**src/hw/tl_endpoint_consts.svh**
```systemverilog
// Purpose: Constants of the memory-mapped endpoint on the request/reply link
// Assumes: Single beat transfers, one clock
// Notes: Widths, address window, opcode and parameter codes
`ifndef TL_ENDPOINT_CONSTS_SVH
`define TL_ENDPOINT_CONSTS_SVH

`define TL_ADDR_W 32
`define TL_BEAT_BYTES 8
`define TL_DATA_W 64
`define TL_SOURCE_W 2
`define TL_SIZE_W 3
`define TL_MAX_LG_SIZE 3'h3
`define TL_RANGE_BASE 32'h0002_0000
`define TL_RANGE_MASK 32'h0000_0fff
`define TL_STORE_WORDS 8
`define TL_STORE_IDX_LSB 3
`define TL_STORE_IDX_MSB 5
`define TL_STORE_RESET 64'h0

`define TL_A_PUT_FULL 3'h0
`define TL_A_PUT_PARTIAL 3'h1
`define TL_A_ARITHMETIC 3'h2
`define TL_A_LOGICAL 3'h3
`define TL_A_GET 3'h4
`define TL_A_HINT 3'h5

`define TL_D_ACK 3'h0
`define TL_D_ACK_DATA 3'h1
`define TL_D_HINT_ACK 3'h2

`define TL_ARITH_MIN 3'h0
`define TL_ARITH_MAX 3'h1
`define TL_ARITH_MINU 3'h2
`define TL_ARITH_MAXU 3'h3
`define TL_ARITH_ADD 3'h4
`define TL_LOGIC_XOR 3'h0
`define TL_LOGIC_OR 3'h1
`define TL_LOGIC_AND 3'h2
`define TL_LOGIC_SWAP 3'h3

`endif

```
**src/hw/tl_endpoint_pkg.sv**
```systemverilog
// Purpose: Types carried on the request and reply channels
// Assumes: Constants come from the guarded header
// Notes: Fields follow the uncached request/reply channel layout
`include "tl_endpoint_consts.svh"

package tl_endpoint_pkg;

  typedef struct packed {
    logic [2:0] opcode;
    logic [2:0] param;
    logic [`TL_SIZE_W-1:0] size;
    logic [`TL_SOURCE_W-1:0] source;
    logic [`TL_ADDR_W-1:0] address;
    logic [`TL_BEAT_BYTES-1:0] mask;
    logic [`TL_DATA_W-1:0] data;
  } req_chan_t;

  typedef struct packed {
    logic [2:0] opcode;
    logic [1:0] param;
    logic [`TL_SIZE_W-1:0] size;
    logic [`TL_SOURCE_W-1:0] source;
    logic denied;
    logic [`TL_DATA_W-1:0] data;
    logic corrupt;
  } resp_chan_t;

  typedef enum logic [1:0] {
    ST_IDLE = 2'b01,
    ST_REPLY = 2'b10
  } ep_state_t;

endpackage

```
**src/hw/atomic_lane_alu.sv**
```systemverilog
// Purpose: Arithmetic and logical read-modify-write on one beat
// Assumes: Operand lies in the byte lanes named by mask, aligned to size
// Notes: Signed compares honour the operand size, not the beat width
`timescale 1ns/1ns
`include "tl_endpoint_consts.svh"

module atomic_lane_alu
  import tl_endpoint_pkg::*;
(
  input wire logic [`TL_DATA_W-1:0] old_word,
  input wire logic [`TL_DATA_W-1:0] operand,
  input wire logic [`TL_BEAT_BYTES-1:0] lane_mask,
  input wire logic [2:0] byte_off,
  input wire logic [`TL_SIZE_W-1:0] size,
  input wire logic is_logical,
  input wire logic [2:0] param,
  output logic [`TL_DATA_W-1:0] new_word
);

  logic [5:0] shift;
  logic [`TL_DATA_W-1:0] old_s;
  logic [`TL_DATA_W-1:0] opd_s;
  logic [`TL_DATA_W-1:0] old_x;
  logic [`TL_DATA_W-1:0] opd_x;
  logic [`TL_DATA_W-1:0] result;
  logic [`TL_DATA_W-1:0] placed;

  function automatic logic [`TL_DATA_W-1:0] extend(
    input logic [`TL_DATA_W-1:0] v,
    input logic [`TL_SIZE_W-1:0] sz,
    input logic signed_op
  );
    logic [`TL_DATA_W-1:0] r;
    r = v;
    unique case (sz)
      3'h0: r = {{56{signed_op & v[7]}}, v[7:0]};
      3'h1: r = {{48{signed_op & v[15]}}, v[15:0]};
      3'h2: r = {{32{signed_op & v[31]}}, v[31:0]};
      default: r = v;
    endcase
    return r;
  endfunction

  assign shift = {byte_off, 3'h0};
  assign old_s = old_word >> shift;
  assign opd_s = operand >> shift;

  always_comb
  begin
    old_x = extend(old_s, size, (param == `TL_ARITH_MIN) || (param == `TL_ARITH_MAX));
    opd_x = extend(opd_s, size, (param == `TL_ARITH_MIN) || (param == `TL_ARITH_MAX));
    result = old_x;
    if (is_logical)
    begin
      unique case (param)
        `TL_LOGIC_XOR: result = old_s ^ opd_s;
        `TL_LOGIC_OR: result = old_s | opd_s;
        `TL_LOGIC_AND: result = old_s & opd_s;
        `TL_LOGIC_SWAP: result = opd_s;
        default: result = old_s;
      endcase
    end
    else
    begin
      unique case (param)
        `TL_ARITH_MIN: result = ($signed(opd_x) < $signed(old_x)) ? opd_x : old_x;
        `TL_ARITH_MAX: result = ($signed(opd_x) > $signed(old_x)) ? opd_x : old_x;
        `TL_ARITH_MINU: result = (opd_x < old_x) ? opd_x : old_x;
        `TL_ARITH_MAXU: result = (opd_x > old_x) ? opd_x : old_x;
        `TL_ARITH_ADD: result = old_s + opd_s;
        default: result = old_s;
      endcase
    end
  end

  assign placed = result << shift;

  // Only lanes that the request owns change; the rest keep the old value
  for (genvar b = 0; b < `TL_BEAT_BYTES; b++)
  begin : g_lane
    assign new_word[8*b +: 8] = lane_mask[b] ? placed[8*b +: 8] : old_word[8*b +: 8];
  end

endmodule

```
**src/hw/tilelink_mmio_endpoint.sv**
```systemverilog
// Purpose: Memory-mapped endpoint answering requests on A with replies on D
// Assumes: Client keeps its own source, visibility and hold duties
// Notes: One request at a time, so replies always leave in request order
//
// What this block does
// - In-order option returns replies in request order.
// - Manager takes A requests, replies on D.
// - Data path is eight bytes per beat.
// - Only addresses 0x20000 to 0x20fff are served.
// - Address matches base outside the mask bits.
// - Accept all six request kinds, 1-8 bytes.
// - Sizes are inclusive ranges of powers two.
// - Same ordering domain keeps reply order.
// - Port is ready/valid channels A and D.
// - Control and status registers sit behind port.
// - Get answered with data-carrying acknowledgement.
// - Each write gets one dataless acknowledgement.
// - Atomics return the old value with data.
`timescale 1ns/1ns
`include "tl_endpoint_consts.svh"

module tilelink_mmio_endpoint
  import tl_endpoint_pkg::*;
(
  input wire logic ref_clk,
  input wire logic reset_n,
  input wire logic a_valid,
  output logic a_ready,
  input wire req_chan_t a_bits,
  output logic d_valid,
  input wire logic d_ready,
  output resp_chan_t d_bits
);

  localparam logic [`TL_ADDR_W-1:0] RANGE_BASE = `TL_RANGE_BASE;
  localparam logic [`TL_ADDR_W-1:0] RANGE_MASK = `TL_RANGE_MASK;
  localparam logic [`TL_SIZE_W-1:0] MAX_LG_SIZE = `TL_MAX_LG_SIZE;
  localparam int IDX_W = `TL_STORE_IDX_MSB - `TL_STORE_IDX_LSB + 1;

  ep_state_t state_reg;
  ep_state_t state_next;
  logic a_ready_reg;
  logic d_valid_reg;
  resp_chan_t d_bits_reg;
  logic [`TL_DATA_W-1:0] store_reg [`TL_STORE_WORDS];

  logic a_fire;
  logic d_fire;
  logic addr_hit;
  logic size_ok;
  logic align_ok;
  logic op_ok;
  logic denied;
  logic in_store;
  logic [IDX_W-1:0] word_idx;
  logic [`TL_DATA_W-1:0] old_word;
  logic [`TL_DATA_W-1:0] put_word;
  logic [`TL_DATA_W-1:0] amo_word;
  logic is_write;
  logic is_amo;
  logic [`TL_SIZE_W-1:0] align_bits;

  // Handshakes on both channels
  assign a_fire = a_valid && a_ready_reg;
  assign d_fire = d_valid_reg && d_ready;

  // Base/mask match: every bit outside the mask equals the base
  assign addr_hit = ((a_bits.address ^ RANGE_BASE) & ~RANGE_MASK) == '0;

  // Sizes are powers of two from one byte up to the beat width
  assign size_ok = a_bits.size <= MAX_LG_SIZE;

  // A transfer must sit naturally aligned within the beat
  assign align_bits = (a_bits.size == 3'h0) ? 3'h0 :
                      (a_bits.size == 3'h1) ? 3'h1 :
                      (a_bits.size == 3'h2) ? 3'h3 : 3'h7;
  assign align_ok = (a_bits.address[2:0] & align_bits) == 3'h0;

  // All six uncached request kinds are served
  always_comb
  begin
    unique case (a_bits.opcode)
      `TL_A_PUT_FULL,
      `TL_A_PUT_PARTIAL,
      `TL_A_GET,
      `TL_A_HINT: op_ok = 1'b1;
      `TL_A_ARITHMETIC: op_ok = a_bits.param <= `TL_ARITH_ADD;
      `TL_A_LOGICAL: op_ok = a_bits.param <= `TL_LOGIC_SWAP;
      default: op_ok = 1'b0;
    endcase
  end

  // A request the routing should never have sent here is answered, but denied
  assign denied = !(addr_hit && size_ok && align_ok && op_ok);

  // Backing words live at the bottom of the window; the rest reads as zero
  assign in_store = a_bits.address[11:`TL_STORE_IDX_MSB+1] == '0;
  assign word_idx = a_bits.address[`TL_STORE_IDX_MSB:`TL_STORE_IDX_LSB];
  assign old_word = in_store ? store_reg[word_idx] : `TL_STORE_RESET;

  assign is_write = (a_bits.opcode == `TL_A_PUT_FULL) || (a_bits.opcode == `TL_A_PUT_PARTIAL);
  assign is_amo = (a_bits.opcode == `TL_A_ARITHMETIC) || (a_bits.opcode == `TL_A_LOGICAL);

  // Byte-mask merge covers both full and partial puts
  for (genvar b = 0; b < `TL_BEAT_BYTES; b++)
  begin : g_put_lane
    assign put_word[8*b +: 8] = a_bits.mask[b] ? a_bits.data[8*b +: 8] : old_word[8*b +: 8];
  end

  atomic_lane_alu u_alu (
    .old_word(old_word),
    .operand(a_bits.data),
    .lane_mask(a_bits.mask),
    .byte_off(a_bits.address[2:0]),
    .size(a_bits.size),
    .is_logical(a_bits.opcode == `TL_A_LOGICAL),
    .param(a_bits.param),
    .new_word(amo_word)
  );

  // One request in flight: the next is taken only once the reply has left,
  // which keeps the ordering domain and in-order option trivially satisfied
  always_comb
  begin
    state_next = state_reg;
    unique case (state_reg)
      ST_IDLE:
      begin
        if (a_fire)
        begin
          state_next = ST_REPLY;
        end
      end
      ST_REPLY:
      begin
        if (d_fire)
        begin
          state_next = ST_IDLE;
        end
      end
      default: state_next = ST_IDLE;
    endcase
  end

  always_ff @(posedge ref_clk or negedge reset_n)
  begin
    if (!reset_n)
    begin
      state_reg <= ST_IDLE;
    end
    else
    begin
      state_reg <= state_next;
    end
  end

  // Ready is registered: it drops on the accepting edge and returns as the reply leaves
  always_ff @(posedge ref_clk or negedge reset_n)
  begin
    if (!reset_n)
    begin
      a_ready_reg <= 1'b0;
    end
    else
    begin
      a_ready_reg <= (state_next == ST_IDLE);
    end
  end

  always_ff @(posedge ref_clk or negedge reset_n)
  begin
    if (!reset_n)
    begin
      d_valid_reg <= 1'b0;
    end
    else if (a_fire)
    begin
      d_valid_reg <= 1'b1;
    end
    else if (d_fire)
    begin
      d_valid_reg <= 1'b0;
    end
  end

  // Reply fields are captured on accept and held until taken
  always_ff @(posedge ref_clk or negedge reset_n)
  begin
    if (!reset_n)
    begin
      d_bits_reg <= '0;
    end
    else if (a_fire)
    begin
      d_bits_reg.source <= a_bits.source;
      d_bits_reg.size <= a_bits.size;
      d_bits_reg.param <= 2'h0;
      d_bits_reg.denied <= denied;
      d_bits_reg.corrupt <= denied && !is_write && (a_bits.opcode != `TL_A_HINT);
      d_bits_reg.data <= '0;
      unique case (a_bits.opcode)
        `TL_A_GET:
        begin
          d_bits_reg.opcode <= `TL_D_ACK_DATA;
          d_bits_reg.data <= denied ? '0 : old_word;
        end
        `TL_A_ARITHMETIC,
        `TL_A_LOGICAL:
        begin
          d_bits_reg.opcode <= `TL_D_ACK_DATA;
          d_bits_reg.data <= denied ? '0 : old_word;
        end
        `TL_A_HINT: d_bits_reg.opcode <= `TL_D_HINT_ACK;
        default: d_bits_reg.opcode <= `TL_D_ACK;
      endcase
    end
  end

  // Backing words change only on an accepted, permitted write or atomic
  always_ff @(posedge ref_clk or negedge reset_n)
  begin
    if (!reset_n)
    begin
      for (int w = 0; w < `TL_STORE_WORDS; w++)
      begin
        store_reg[w] <= `TL_STORE_RESET;
      end
    end
    else if (a_fire && !denied && in_store)
    begin
      if (is_write)
      begin
        store_reg[word_idx] <= put_word;
      end
      else if (is_amo)
      begin
        store_reg[word_idx] <= amo_word;
      end
    end
  end

  assign a_ready = a_ready_reg;
  assign d_valid = d_valid_reg;
  assign d_bits = d_bits_reg;

endmodule

```
**config.mk**
```make
export PLATFORM = sky130hd
export DESIGN_NAME = tilelink_mmio_endpoint
export DESIGN_NICKNAME = d
export VERILOG_FILES = /design/src/hw/tl_endpoint_pkg.sv /design/src/hw/atomic_lane_alu.sv /design/src/hw/tilelink_mmio_endpoint.sv
export VERILOG_INCLUDE_DIRS = /design/src /design/src/hw
export SDC_FILE = /design/constraint.sdc
export NUM_CORES = 2
export LEC_CHECK = 0
export BUFFER_PORTS_ARGS = -buffer_cell sky130_fd_sc_hd__buf_4
export CAP_MARGIN = 20
export CORE_MARGIN = 2
export CORE_UTILIZATION = 45
export CTS_BUF_LIST = sky130_fd_sc_hd__clkbuf_8 sky130_fd_sc_hd__clkbuf_16
export CTS_CLUSTER_DIAMETER = 80
export DETAILED_ROUTE_END_ITERATION = 7
export PLACE_DENSITY = 0.59
export SYNTH_ARGS = -nofsm -noshare
export SYNTH_HDL_FRONTEND = slang
export SYNTH_SLANG_ARGS = --single-unit
```
**constraint.sdc**
```tcl
create_clock -name ref_clk -period 8.5 [get_ports ref_clk]
set_input_delay 0.85 -clock ref_clk [delete_from_list [all_inputs] [get_ports ref_clk]]
set_output_delay 0.85 -clock ref_clk [all_outputs]
set_load 0.05 [all_outputs]
```
==> results.yml <==
detailed_routing:
  drt_pre_antenna_iters: 6
  drc: 0
  drtAntennaViolNets: 0
  via_per_inst: 6.733
  first_iter_violations: 6500
  routed_wl_mm: 250.1
  routedWlPerCell_um: 34.20
  via_count: 49230
placed_design:
  port_buffers: 193
  dp.final_hpwl_mm: 190.8
  dp_slack_ps: -551.1
  place.gp.congestion: 1.112
setup_path:
  path_class: "in2reg"
  critical_path_required_ps: 9020
  path_common_cell: "buf_4"
  critPathCaptureType: "flip-flop"
  worstPathArrival_ps: 9090
  worstSetupStartpointType: "primary input"
  slowest_stage: "mux4_2"
  path_max_fanout: 31
  cpPeakStageDelay_ps: 610
clock_network:
  clk_pin_slew_ps: 60
  cts_buffers: 61
  cts_tree: "yes"
  h-tree-depth: 2
  clock_path_buffers: 3
  post_cts_buffers: 0
  clk-insertion-delay-late_ps: 700
  cts_root_buffer: "clkbuf_16"
  clock_sinks: 589
synthesis:
  synth_area_leaders: "dfrtp_1 (32%), nand2_1 (6.3%), mux2_2 (5.8%)"
  yosysMostFrequentCell: "nand2_1"
  synth_area_per_cell_um2: 8.390
  synthCells: 5468
  synth.ff_latch_count: 589
  synth-edff-count: 0
  syn_area_um2: 45880
  synth_area_leader_cell: "dfrtp_1"
  ys.flop_type: "dfrtp_1"
  yosysTopAreaCellShare_pct: 32.07
  synth_cell_types: 108
  yosys_warnings: 0
  ys_top_cells_by_count: "nand2_1 (764), dfrtp_1 (588), o21ai_0 (514), a21oi_1 (440), nor2_1 (428)"
  async_flop_share_pct: 100.0
  synth-seq-area-share_pct: 32.13
power:
  leakage_nw: 24.58
  vdd_drop_max_mv: 0.1787
  powerDensity_nw_per_um2: 144.6
floorplanning:
  die_width_um: 323.3
  dieArea_um2: 104500
  start_util_pct: 45.22
  boundaryPins: 197
  coreArea_um2: 101400
  rows: 117
  die_h_um: 323.3
timing:
  hold-worst-slack_ps: 92.84
  period_needed_ps: 8570
  maxSlewViolCount: 0
  slew_headroom_pct: 25.25
  fin_tns_setup_ps: -277.1
  fin_crit_sh_pct: 100.8
  setup_violations: 8
  skew_ps: 58.47
  worst_pin_slew_ps: 1117
  final-hold-violation-count: 0
  rsz0062_at_grt: "no"
  max_freq_mhz: 116.7
  setup_ws_ps: -69.89
finish:
  largest_reg_flops: 512
  final_net_count: 6192
  area_delta_synth_final_pct: 18.43
  drive_above_1_share_pct: 22.28
min_path:
  hp-class: "in2async"
global_routing:
  grt_pass1_wl_mm: 349.7
  grt-ovfl-total: 0
  grt_max_degree: 178
  track_usage_pct: 46.99
  grt_pass1_vias: 45740
  antenna_found_initial: 17
run_status:
  status: "finished, violations left"
  violations: "setup timing"
run:
  max_cap_violations: 0
final cells by class:
type	count	area, µm²
Fill cell	9796	47110
Inverter	219	824.5
Clock inverter	41	329.1
Multi-Input combinational cell	4226	28570
Timing Repair Buffer	781	6420
Sequential cell	589	14740
Tap cell	1368	1712
Clock buffer	74	1705
Antenna cell	13	32.53
layer usage:
metal	track usage, %	wire, µm
met1	60.98	97040
met2	68.34	104700
met3	10.77	25940
met4	34.78	22370
met5	0	61
cell families after synthesis:
logic type,count (synthesis),synth area share [%]
xor gates and xnor gates,38,0.7254
muxes,532,14.46
and+or+nand+nor,1630,15.66
DFF,589,32.13
buffers and inverters,655,5.992
AOI/OAI and AO/OA,1828,25.69
adders and majority gates,195,5.334
other,1,0.008174
stage by stage:
step | utilization (%) | power, mW | cells | area [µm²]
after floorplan | - | 3.993 | 5470 | 45890
after global placement | 51.50 | 5.111 | 7180 | 52240
after detailed placement | 51.50 | 5.108 | 7181 | 52250
after CTS | 53.51 | 7.792 | 7296 | 54280
after global routing | 53.53 | 8.076 | 7299 | 54300
final | 53.56 | 7.858 | 7311 | 54330
cell usage in the layout (no fill, tap or decap), types with 58 or more instances in the layout:
master / n
mux2_2: 237
o31ai_1: 68
mux2i_1: 213
mux4_2: 81
ha_1: 194
a21oi_1: 438
nor3_1: 58
nand3_1: 84
clkbuf_16: 61
nor2_1: 415
inv_1: 231
dfrtp_1: 588
buf_4: 732
o211ai_1: 64
nand2_1: 755
a211oi_1: 78
o22ai_1: 72
o21ai_0: 513
critical path, delay by kind of cell:
family                   cells  cell delay, ps
AO/OA/AOI/OAI               12            3410
buffers and inverters       10            2030
AND/OR/NAND/NOR              4            1340
multiplexers                 3            1110
adder cells (fa/ha/maj)      1             300
path summary, 6_finish.rpt:
| kind | from | to | slack (ps) | cells after the start |
|---|---|---|---|---|
| min reg2reg | store_reg[77] | store_reg[77] | 460 | 2 |
| max in group asynchronous | reset_n | store_reg[505] | 6340 | 3 |
| min in group ref_clk | d_ready | d_valid | 390 | 2 |
| max | a_bits[76] | store_reg[442] | -70 | 30 |
| max reg2reg | store_reg[47] | store_reg[442] | 170 | 28 |
| min | reset_n | store_reg[262] | 90 | 1 |
report_power, final:
group | internal [mW] | switching (mW) | total (mW)
Clock | 1.51 | 1.18 | 2.69
Sequential | 2.83 | 0.0169 | 2.85
Combinational | 0.768 | 1.55 | 2.32
Total | 5.12 | 2.74 | 7.86
what timing repair did:
action,CTS,global route
endpoints found under the setup margin,0,55
gates resized for setup,0,3
hold buffers,0,0
Note: power is estimated with default switching activity, not from simulation.
